`src/common/dcg_pkg.sv`:
```
// package: register map, field layout and reset values for the dac clear / gpio share block
package dcg_pkg;
    localparam int DCG_CHANNELS = 12;
    localparam int DCG_CODE_W   = 12;
    localparam int DCG_GP_W     = 8;
    localparam int DCG_ADDR_W   = 6;

    // register word offsets (index); byte address is index * 4
    localparam logic [5:0] DCG_IDX_DATA0   = 6'h00;  // channel data 0..11 at 0x00..0x0b
    localparam logic [5:0] DCG_IDX_CODE0   = 6'h10;  // clear codes 0..11 at 0x10..0x1b
    localparam logic [5:0] DCG_IDX_LATCH0  = 6'h20;  // latch readback 0..11 at 0x20..0x2b
    localparam logic [5:0] DCG_IDX_SYNC    = 6'h30;  // sync load select bits
    localparam logic [5:0] DCG_IDX_LOAD    = 6'h31;  // write: load the latches whose sync select bit is set
    localparam logic [5:0] DCG_IDX_GROUP   = 6'h32;  // clear group 0 membership
    localparam logic [5:0] DCG_IDX_SENSE   = 6'h33;  // sensor enables
    localparam logic [5:0] DCG_IDX_GP_OUT  = 6'h34;  // gp output (0 pulls low)
    localparam logic [5:0] DCG_IDX_GP_IN   = 6'h35;  // gp input readback
    localparam logic [5:0] DCG_IDX_STATUS  = 6'h36;  // clear state status

    localparam int DCG_SENSE_S1_BIT = 0;
    localparam int DCG_SENSE_S2_BIT = 1;
    localparam int DCG_GP_S1N_LINE  = 4;
    localparam int DCG_GP_S2N_LINE  = 6;
    localparam int DCG_GP_S2P_LINE  = 7;

    localparam logic [11:0] DCG_RST_CODE  = 12'h000;
    localparam logic [11:0] DCG_RST_DATA  = 12'h000;
    localparam logic [11:0] DCG_RST_SYNC  = 12'h000;
    localparam logic [11:0] DCG_RST_GROUP = 12'hfff;
    localparam logic [7:0]  DCG_RST_GP    = 8'hff;
    localparam logic [1:0]  DCG_RST_SENSE = 2'h0;

    typedef struct packed {
        logic [DCG_ADDR_W-1:0] addr;
        logic [31:0]           wdata;
        logic                  wr;
        logic                  rd;
    } dcg_bus_req_t;
endpackage : dcg_pkg

```
`src/rtl/dcg_top.sv`:
```
// dac clear group zero control and sensor / gp pin sharing
`timescale 1ns/1ps
`default_nettype none
module dcg_top
    import dcg_pkg::*;
#(
    parameter int CHANNELS = DCG_CHANNELS
) (
    input  wire logic                            REF_CLK,      // 125 MHz clock
    input  wire logic                            RST_N,        // sync reset, active low
    input  wire logic [DCG_ADDR_W-1:0]           ADDR,         // register word index
    input  wire logic [31:0]                     WDATA,        // write data
    input  wire logic                            WR,           // write strobe
    input  wire logic                            RD,           // read strobe
    output logic      [31:0]                     RDATA,        // read data, cycle after RD
    input  wire logic                            CONVERTER_CLEAR_GROUP0_N, // clear pin
    output logic      [CHANNELS*DCG_CODE_W-1:0]  LATCH_OUT,    // latch codes to converters
    input  wire logic [DCG_GP_W-1:0]             GP_IN,        // gp pin levels
    output logic      [DCG_GP_W-1:0]             GP_OUT,       // gp drive value, always 0
    output logic      [DCG_GP_W-1:0]             GP_OE,        // gp pull-low enable
    output logic                                 SENSOR1_NEG_OR_GP4_SENSE, // pin to sensor1
    output logic                                 SENSOR2_NEG_OR_GP6_SENSE, // pin to sensor2
    output logic                                 SENSOR2_POS_OR_GP7_SENSE  // pin to sensor2
);
    // 12-bit reset words for group membership and sync select hold at most 12 channels
    if (CHANNELS < 1 || CHANNELS > DCG_CHANNELS) begin : g_bad_channels
        $error("dcg_top: CHANNELS out of range");
    end

    dcg_bus_req_t req;
    assign req = '{addr: ADDR, wdata: WDATA, wr: WR, rd: RD};

    // clear tracker: held means the synced pin was low at the last edge
    typedef enum logic [1:0] {
        CLR_NORMAL = 2'b01,
        CLR_HELD   = 2'b10
    } dcg_clr_state_t;

    logic [DCG_CODE_W-1:0] data_reg  [CHANNELS];
    logic [DCG_CODE_W-1:0] clr_code  [CHANNELS];
    logic [DCG_CODE_W-1:0] latch     [CHANNELS];
    logic [CHANNELS-1:0]   sync_sel;
    logic [CHANNELS-1:0]   group;
    logic [1:0]            sense_en;
    logic [DCG_GP_W-1:0]   gp_out;
    // pin synchronisers and clear tracker
    logic                  clr_meta;
    logic                  clr_sync;
    logic [DCG_GP_W-1:0]   gp_meta;
    logic [DCG_GP_W-1:0]   gp_sync;
    dcg_clr_state_t        clr_state;
    dcg_clr_state_t        next_clr_state;

    // two-stage synchronisers
    always_ff @(posedge REF_CLK) begin
        if (!RST_N) begin
            clr_meta <= 1'b1;
            clr_sync <= 1'b1;
            clr_state <= CLR_NORMAL;
            gp_meta  <= '1;
            gp_sync  <= '1;
        end else begin
            clr_meta <= CONVERTER_CLEAR_GROUP0_N;
            clr_sync <= clr_meta;
            clr_state <= next_clr_state;
            gp_meta  <= GP_IN;
            gp_sync  <= gp_meta;
        end
    end

    // next clear tracker state
    always_comb begin
        next_clr_state = clr_state;
        unique case (clr_state)
            CLR_NORMAL: begin
                if (!clr_sync) next_clr_state = CLR_HELD;
            end
            CLR_HELD: begin
                if (clr_sync) next_clr_state = CLR_NORMAL;
            end
            default: next_clr_state = CLR_NORMAL;
        endcase
    end

    // release is the first cycle the synced pin is high again
    wire clearing   = !clr_sync;
    wire release_ev = (clr_state == CLR_HELD) && clr_sync;
    wire load_all   = req.wr && (req.addr == DCG_IDX_LOAD);
    // register write decode
    wire wr_sync    = req.wr && (req.addr == DCG_IDX_SYNC);
    wire wr_group   = req.wr && (req.addr == DCG_IDX_GROUP);
    wire wr_sense   = req.wr && (req.addr == DCG_IDX_SENSE);
    wire wr_gp_out  = req.wr && (req.addr == DCG_IDX_GP_OUT);

    function automatic logic hit(input logic [5:0] a, input logic [5:0] base, input int ch);
        return a == (base + 6'(ch));
    endfunction : hit

    // low bits of a bus word as a converter code
    function automatic logic [DCG_CODE_W-1:0] code_of(input logic [31:0] w);
        return w[DCG_CODE_W-1:0];
    endfunction : code_of

    for (genvar c = 0; c < CHANNELS; c++) begin : g_ch
        // per channel data register, clear code and output latch
        wire wr_data  = req.wr && hit(req.addr, DCG_IDX_DATA0, c);
        wire wr_code  = req.wr && hit(req.addr, DCG_IDX_CODE0, c);
        wire in_clear = clearing && group[c];
        wire reload   = release_ev && group[c];
        wire direct   = wr_data && !sync_sel[c];
        wire deferred = load_all && sync_sel[c];
        logic [DCG_CODE_W-1:0] next_data;
        logic [DCG_CODE_W-1:0] next_code;
        logic [DCG_CODE_W-1:0] next_latch;
        // only a host write changes the data register, clear or not
        assign next_data = wr_data ? code_of(req.wdata) : data_reg[c];
        assign next_code = wr_code ? code_of(req.wdata) : clr_code[c];
        // clear wins over every load; release ignores the sync select bit
        always_comb begin
            next_latch = latch[c];
            if (in_clear) begin
                next_latch = clr_code[c];
            end else if (reload) begin
                next_latch = data_reg[c];
            end else if (direct) begin
                next_latch = code_of(req.wdata);
            end else if (deferred) begin
                next_latch = data_reg[c];
            end
        end

        always_ff @(posedge REF_CLK) begin
            if (!RST_N) begin
                data_reg[c] <= DCG_RST_DATA;
                clr_code[c] <= DCG_RST_CODE;
                latch[c]    <= DCG_RST_DATA;
            end else begin
                data_reg[c] <= next_data;
                clr_code[c] <= next_code;
                latch[c]    <= next_latch;
            end
        end
        assign LATCH_OUT[c*DCG_CODE_W +: DCG_CODE_W] = latch[c];
    end

    // configuration registers, each written as a whole word
    always_ff @(posedge REF_CLK) begin
        if (!RST_N) begin
            sync_sel <= DCG_RST_SYNC[CHANNELS-1:0];
            group    <= DCG_RST_GROUP[CHANNELS-1:0];
            sense_en <= DCG_RST_SENSE;
            gp_out   <= DCG_RST_GP;
        end else begin
            if (wr_sync)   sync_sel <= req.wdata[CHANNELS-1:0];
            if (wr_group)  group    <= req.wdata[CHANNELS-1:0];
            if (wr_sense)  sense_en <= req.wdata[1:0];
            if (wr_gp_out) gp_out   <= req.wdata[DCG_GP_W-1:0];
        end
    end

    // shared pins: sensor use takes the pin off the gp driver
    wire s1 = sense_en[DCG_SENSE_S1_BIT];
    wire s2 = sense_en[DCG_SENSE_S2_BIT];
    // a gp line is usable only while its sensor is off
    logic [DCG_GP_W-1:0] gp_owned;
    always_comb begin
        gp_owned = '1;
        gp_owned[DCG_GP_S1N_LINE] = !s1;
        gp_owned[DCG_GP_S2N_LINE] = !s2;
        gp_owned[DCG_GP_S2P_LINE] = !s2;
    end
    // open drain: never driven high, external pull-up sets the high level
    assign GP_OUT = '0;
    assign GP_OE  = gp_owned & ~gp_out;
    assign SENSOR1_NEG_OR_GP4_SENSE = s1;
    assign SENSOR2_NEG_OR_GP6_SENSE = s2;
    assign SENSOR2_POS_OR_GP7_SENSE = s2;

    // read path
    logic [31:0] rd_mux;
    always_comb begin
        rd_mux = '0;
        for (int c = 0; c < CHANNELS; c++) begin
            if (hit(req.addr, DCG_IDX_DATA0, c))  rd_mux = 32'(data_reg[c]);
            if (hit(req.addr, DCG_IDX_CODE0, c))  rd_mux = 32'(clr_code[c]);
            if (hit(req.addr, DCG_IDX_LATCH0, c)) rd_mux = 32'(latch[c]);
        end
        unique case (req.addr)
            DCG_IDX_SYNC:   rd_mux = 32'(sync_sel);
            DCG_IDX_GROUP:  rd_mux = 32'(group);
            DCG_IDX_SENSE:  rd_mux = 32'(sense_en);
            DCG_IDX_GP_OUT: rd_mux = 32'(gp_out);
            DCG_IDX_GP_IN:  rd_mux = 32'(gp_sync);
            DCG_IDX_STATUS: rd_mux = 32'(clearing);
            default: ;
        endcase
    end

    // read data stand one cycle only, zero otherwise
    logic [31:0] next_rdata;
    assign next_rdata = req.rd ? rd_mux : '0;
    always_ff @(posedge REF_CLK) begin
        if (!RST_N) begin
            RDATA <= '0;
        end else begin
            RDATA <= next_rdata;
        end
    end
endmodule : dcg_top
`default_nettype wire

```
`config.mk`:
```
export PLATFORM = sky130hd
export DESIGN_NAME = dcg_top
export DESIGN_NICKNAME = d
export VERILOG_FILES = /design/src/common/dcg_pkg.sv /design/src/rtl/dcg_top.sv
export SDC_FILE = /design/constraint.sdc
export NUM_CORES = 1
export LEC_CHECK = 0
export BUFFER_PORTS_ARGS = -buffer_cell sky130_fd_sc_hd__buf_4
export CELL_PAD_IN_SITES_DETAIL_PLACEMENT = 0
export CELL_PAD_IN_SITES_GLOBAL_PLACEMENT = 1
export CORE_UTILIZATION = 45
export DETAILED_ROUTE_END_ITERATION = 10
export GPL_TIMING_DRIVEN = 0
export PLACE_DENSITY_LB_ADDON = 0.1
export REMOVE_ABC_BUFFERS = 1
export SYNTH_ARGS = -nofsm -noshare
export SYNTH_HDL_FRONTEND = slang
export SYNTH_SLANG_ARGS = --single-unit
```
`constraint.sdc`:
```
create_clock -name REF_CLK -period 3.1 [get_ports REF_CLK]
set_input_delay 0.155 -clock REF_CLK [delete_from_list [all_inputs] [get_ports REF_CLK]]
set_output_delay 0.155 -clock REF_CLK [all_outputs]
set_load 0.02 [all_outputs]
```
* Word level (Yosys, flattened, before mapping) *
Memories as Yosys holds them, arrays and structs flattened.
Index checks and enable logic that the tools add are counted.

operators by class
  mux-type cells = 150
  equal/unequal tests = 46
  reductions and logical operators = 96
  bitwise gates (word level) = 38

operators with widths
  operator              number
  $mux W12              109
  $mux W32              35
  $pmux W32 S6          1
  $eq A6 B6 Y1 const B  19
  $logic_and A1 B1 Y1   78
  $eq A6 B5 Y1 const B  12
  $or A1 B1 Y1          36
  $eq A6 B3 Y1 const B  4
  $eq A6 B4 Y1 const B  4
  $logic_not A1 Y1      15
  $eq A6 B2 Y1 const B  2
  $and A8 B8 Y8         1
  $not A8 Y8            1
  $eq A6 B1 Y1 const B  1
  $logic_not A6 Y1      1
  $mux W2               2
  $ne A2 B2 Y1 const B  2
  $pmux W2 S2           1
  $reduce_and A2 Y1     2
  $eq A2 B1 Y1 const B  1
  $eq A2 B2 Y1 const B  1
  $mux W1               2

word-level totals
  RAM bits = 432
  word-level logic and storage cells = 343
  bits in registers = 86
  output and inout bits = 195
  memories = 3
  input bits = 51

memories
  name      depth  bits a word  rd ports  clocked after Yosys merged registers in  wr ports  line           RTL
  clr_code  12     12           12        0                                        12        dcg_top.sv:40  logic [DCG_CODE_W-1:0] clr_code [CHANNELS];
  data_reg  12     12           12        0                                        12        dcg_top.sv:39  logic [DCG_CODE_W-1:0] data_reg [CHANNELS];
  latch     12     12           12        0                                        12        dcg_top.sv:41  logic [DCG_CODE_W-1:0] latch [CHANNELS];

* Longest topological paths before layout *
  depth after elaboration = 38
  depth in mapped cells = 12

* Worst setup path after synthesis *
No wires, ideal clock.

  kind = input-to-reg
  from = input port ADDR[0]
  to = register RDATA[11]
  stages on the path = 10
  arrival = 2.049 ns
  setup slack = 0.923 ns
  setup time = 0.128 ns
  required time = 2.972 ns
  cells stage by stage = buf_6 > buf_6 > clkbuf_1 > or4b_1 > buf_2 > nor2_4 > nor3_1 > a211o_1 > o311ai_1 > a21oi_1

between the ends
  longest elaborated chain between the ends = 38
  elaborated cells on any way between the ends = 79

ends and longest elaborated chain
  item                    line            RTL
  start: declaration      dcg_top.sv:11   input wire logic [DCG_ADDR_W-1:0] ADDR,
  $logic_not A6 Y1        dcg_top.sv:96   return a == (base + 6'(ch));
  $mux W12                dcg_top.sv:184  if (hit(req.addr, DCG_IDX_DATA0, c)) rd_mux = 32'(data_reg[c]);
  $mux W32                dcg_top.sv:185  if (hit(req.addr, DCG_IDX_CODE0, c)) rd_mux = 32'(clr_code[c]);
  $mux W32                dcg_top.sv:186  if (hit(req.addr, DCG_IDX_LATCH0, c)) rd_mux = 32'(latch[c]);
  $mux W32                dcg_top.sv:184
  $mux W32                dcg_top.sv:185
  $mux W32                dcg_top.sv:186
  $mux W32                dcg_top.sv:184
  [... 22 more ...]       -
  $mux W32                dcg_top.sv:186
  $mux W32                dcg_top.sv:184
  $mux W32                dcg_top.sv:185
  $mux W32                dcg_top.sv:186
  $mux W32                dcg_top.sv:184
  $mux W32                dcg_top.sv:185
  $mux W32                dcg_top.sv:186
  $pmux W32 S6 *          dcg_top.sv:188  unique case (req.addr)
  end signal: assignment  dcg_top.sv:206  RDATA <= next_rdata;
  end: declaration        dcg_top.sv:15   output logic [31:0] RDATA,

Every way passes the cells marked *; elsewhere a longest branch is shown, timed or not.
A chain may end at the register's enable or synchronous reset.

* Worst setup path in the final report *
  from = input port ADDR[5]
  to = register RDATA[7]

The elaborated chain is that of the path after synthesis.

==> impl_metrics.tcl <==
set metrics [dict create \
    rsz0062_at_grt "yes" \
    layout_commonest_cell "nand2_1" \
    p_int_mw 11.1 \
    synth_xor_xnor_area_share 0.000637 \
    final.setup.tns_ns 0 \
    place_ws_ns -1.59 \
    fin_ws_ns 0.00819 \
    nets 3511 \
    switching_share 0.260 \
    hold_end "data_reg[1][4]" \
    arrival_ns 3.52 \
    overflow 0 \
    cts_htree_levels 2 \
    fp.dieW_um 249 \
    drc 0 \
    failed_checks "negative hold slack" \
    synth_edf_count 0 \
    grt_pass1_vias 25100 \
    max-slew-margin-rel 0.0983 \
    hold_class "input pin to flop" \
    synth.area.top_cells "dfxtp_1 36%, mux2i_1 10%, nand2_1 9.8%" \
    die_area_mm2 0.0621 \
    wire_per_inst_um 26.5 \
    vias_per_cell 6.31 \
    fin_total_pwr_mw 15.1 \
    seq_power_share 0.431 \
    critPathMaxFanout 69 \
    synth-simple-area-share 0.197 \
    netlist_area_mm2 0.0275 \
    grt_start_max_net_pins 172 \
    p_per_area_mw_per_mm2 475 \
    drt_iter0_drc 3009 \
    finalCriticalPeriod_ns 3.09 \
    post_dp_cell_area_mm2 0.0291 \
    report.final.hold_viol_count 1 \
    diodes 0 \
    cp-start-kind "input pin" \
    synth_adder_area_share 0 \
    ff2ff_path_depth 5 \
    io_pins 246 \
    fillerInstances 5724 \
    syn_area_per_cell_um2 7.88 \
    dr.pass1.iters 9 \
    ys_seq_area_frac 0.363 \
    p_leak_nw 11.2 \
    root_buffer "clkbuf_16" \
    cap_violations 0 \
    antenna_found_initial 2 \
    mostFrequentLayoutCells "718 x nand2_1, 497 x dfxtp_1, 304 x o21ai_0" \
    cts_sinks 498 \
    clock_power_share 0.475 \
    cts_tree "built" \
    synth_compound_area_frac 0.267 \
    grt_pass1_wl_um 167000 \
    clock.fmax_mhz 323 \
    yosys.area.top_type "dfxtp_1" \
    tightestPinTransition_ns 1.35 \
    ir_drop_v 0.000377 \
    cts_buffer_depth 3 \
    muxShareOfSynthArea 0.110 \
    gp_congestion 0.912 \
    instances_no_fill 4285 \
    cts_made_buffers 56 \
    finalInstanceArea_mm2 0.0317 \
    reg2reg_slack_ns 0.07 \
    ys.flop_type "dfxtp_1" \
    drv_slew 0 \
    hold_depth 2 \
    required_ns 3.53 \
    num_vias 27000 \
    die_h_um 249 \
    core.rowCount 90 \
    synthCells 3488 \
    netlist-cell-type-count 86 \
    hpwl_um 71400 \
    numPortBuffers 197 \
    period_share 0.997 \
    hold_start "RST_N" \
    r2r_end "latch[1][30]" \
    place_inst 4150 \
    yosys_warnings 0 \
    path_clk_slew_ns 0.06 \
    wl_um 114000 \
    outcome "finished, violations left" \
    setup-violations-final 0 \
    worstSetupPathType "input pin to flop" \
    start_util 0.456 \
    synth_top_family_by_area "compound AO/OA/AOI/OAI gates" \
    r2r-start "clr_sync" \
    finClkSkew_ns 0.0225 \
    p_comb_frac 0.094 \
    drive_gt1_frac 0.130 \
    whs_ns -0.00285 \
    core_area_mm2 0.0604 \
    async_flop_share 0 \
    p_sw_mw 3.91 \
    clkLatencyLatePin_ns 0.63 \
    track_usage 0.354 \
    synth-seq-cells 498 \
    ant_nets 0 \
    synthToLayoutAreaGrowth_pct 15.2 \
    cp-end-kind "flop" \
    yosysTopAreaCellShare 0.363 \
]
critical path, cell delays in order:
cell and delay [ns]:
buf_6 0.35, buf_16 0.36, or2_2 0.49, nor2_4 0.17
a221oi_1 0.62, a21oi_1 0.22, o21a_1 0.32, o211ai_1 0.40
o211ai_1 0.30
synth_stat cells (all sizes together), types with 15 or more instances:
library cell	instances
dfxtp	498
a221oi	17
nand2b	26
nor2	169
mux2i	283
clkbuf	259
mux2	16
o22ai	34
a22oi	37
nor2b	133
nand3	78
o211ai	20
a21boi	327
buf	117
o21ai	325
a211oi	39
nor3	20
a31oi	15
a21oi	111
a211o	46
nand2	720
per-layer routing:
layer,GRT usage,vias up,wire [µm],share of wire
li1,-,12200,-,-
met1,0.474,13200,46500,0.41
met2,0.561,1426,51700,0.45
met3,0.0501,276,9710,0.086
met4,0.173,0,5690,0.050
met5,0,-,0,0
cell type report:
| class | count | area, µm² | area share |
|---|---|---|---|
| multi-input cells | 2631 | 16400 | 0.516 |
| clock buffers | 84 | 1680 | 0.0530 |
| well taps | 782 | 978 | 0.0309 |
| repair buffers | 260 | 2390 | 0.0754 |
| inverters | 13 | 48.8 | 0.00154 |
| flip-flops and latches | 498 | 9970 | 0.315 |
| clock inverters | 17 | 263 | 0.00829 |
how the worst max path moves through the flow:
stage | slack [ns] | cells after the start | start | to
final | 0.008 | 9 | ADDR[5] | RDATA[7]
after global routing | -0.03 | 7 | ADDR[0] | latch[1][5]
after CTS | 0.01 | 8 | ADDR[0] | RDATA[11]
after detailed placement | -1.59 | 8 | ADDR[0] | RDATA[3]
after global placement | -7.77 | 6 | ADDR[4] | clr_code[0][37]
after floorplan | -1.35 | 7 | ADDR[1] | latch[1][12]
repair_timing:
| action | CTS | global route |
|---|---|---|
| setup endpoints to repair | 244 | 93 |
| gates cloned | 4 | 0 |
| pin swaps | 9 | 1 |
| gates resized for setup | 37 | 19 |
| buffers inserted | 15 | 6 |
| hold endpoints to repair | 9 | 0 |
| hold buffers | 9 | 0 |
logic make-up (layout without fill, tap and decap cells):
group                  after synthesis  after routing
AO/OA/AOI/OAI                     1092           1092
other                                1             28
AND/OR/NAND/NOR                   1207           1210
flip-flops                         498            498
XOR/XNOR                             2              2
buffers and inverters              389            374
multiplexers                       299            299
metrics by stage:
stage | hold slack [ns] | utilization
after global routing | 0.0612 | 0.525
after global placement | 0.335 | 0.470
after detailed placement | 0.346 | 0.483
after floorplan | 0.227 | -
after CTS | 0.0309 | 0.523
final | -0.00285 | 0.525
power groups by stage:
stage	combinational (mW)	clock [mW]	sequential, mW
after detailed placement	1.32	0	6.63
final	1.42	7.16	6.48
after global routing	1.45	7.46	6.49
after floorplan	0.539	0	6.63
after global placement	1.28	0	6.62
after CTS	1.37	7.20	6.48
Note: power is estimated with default switching activity, not from simulation.
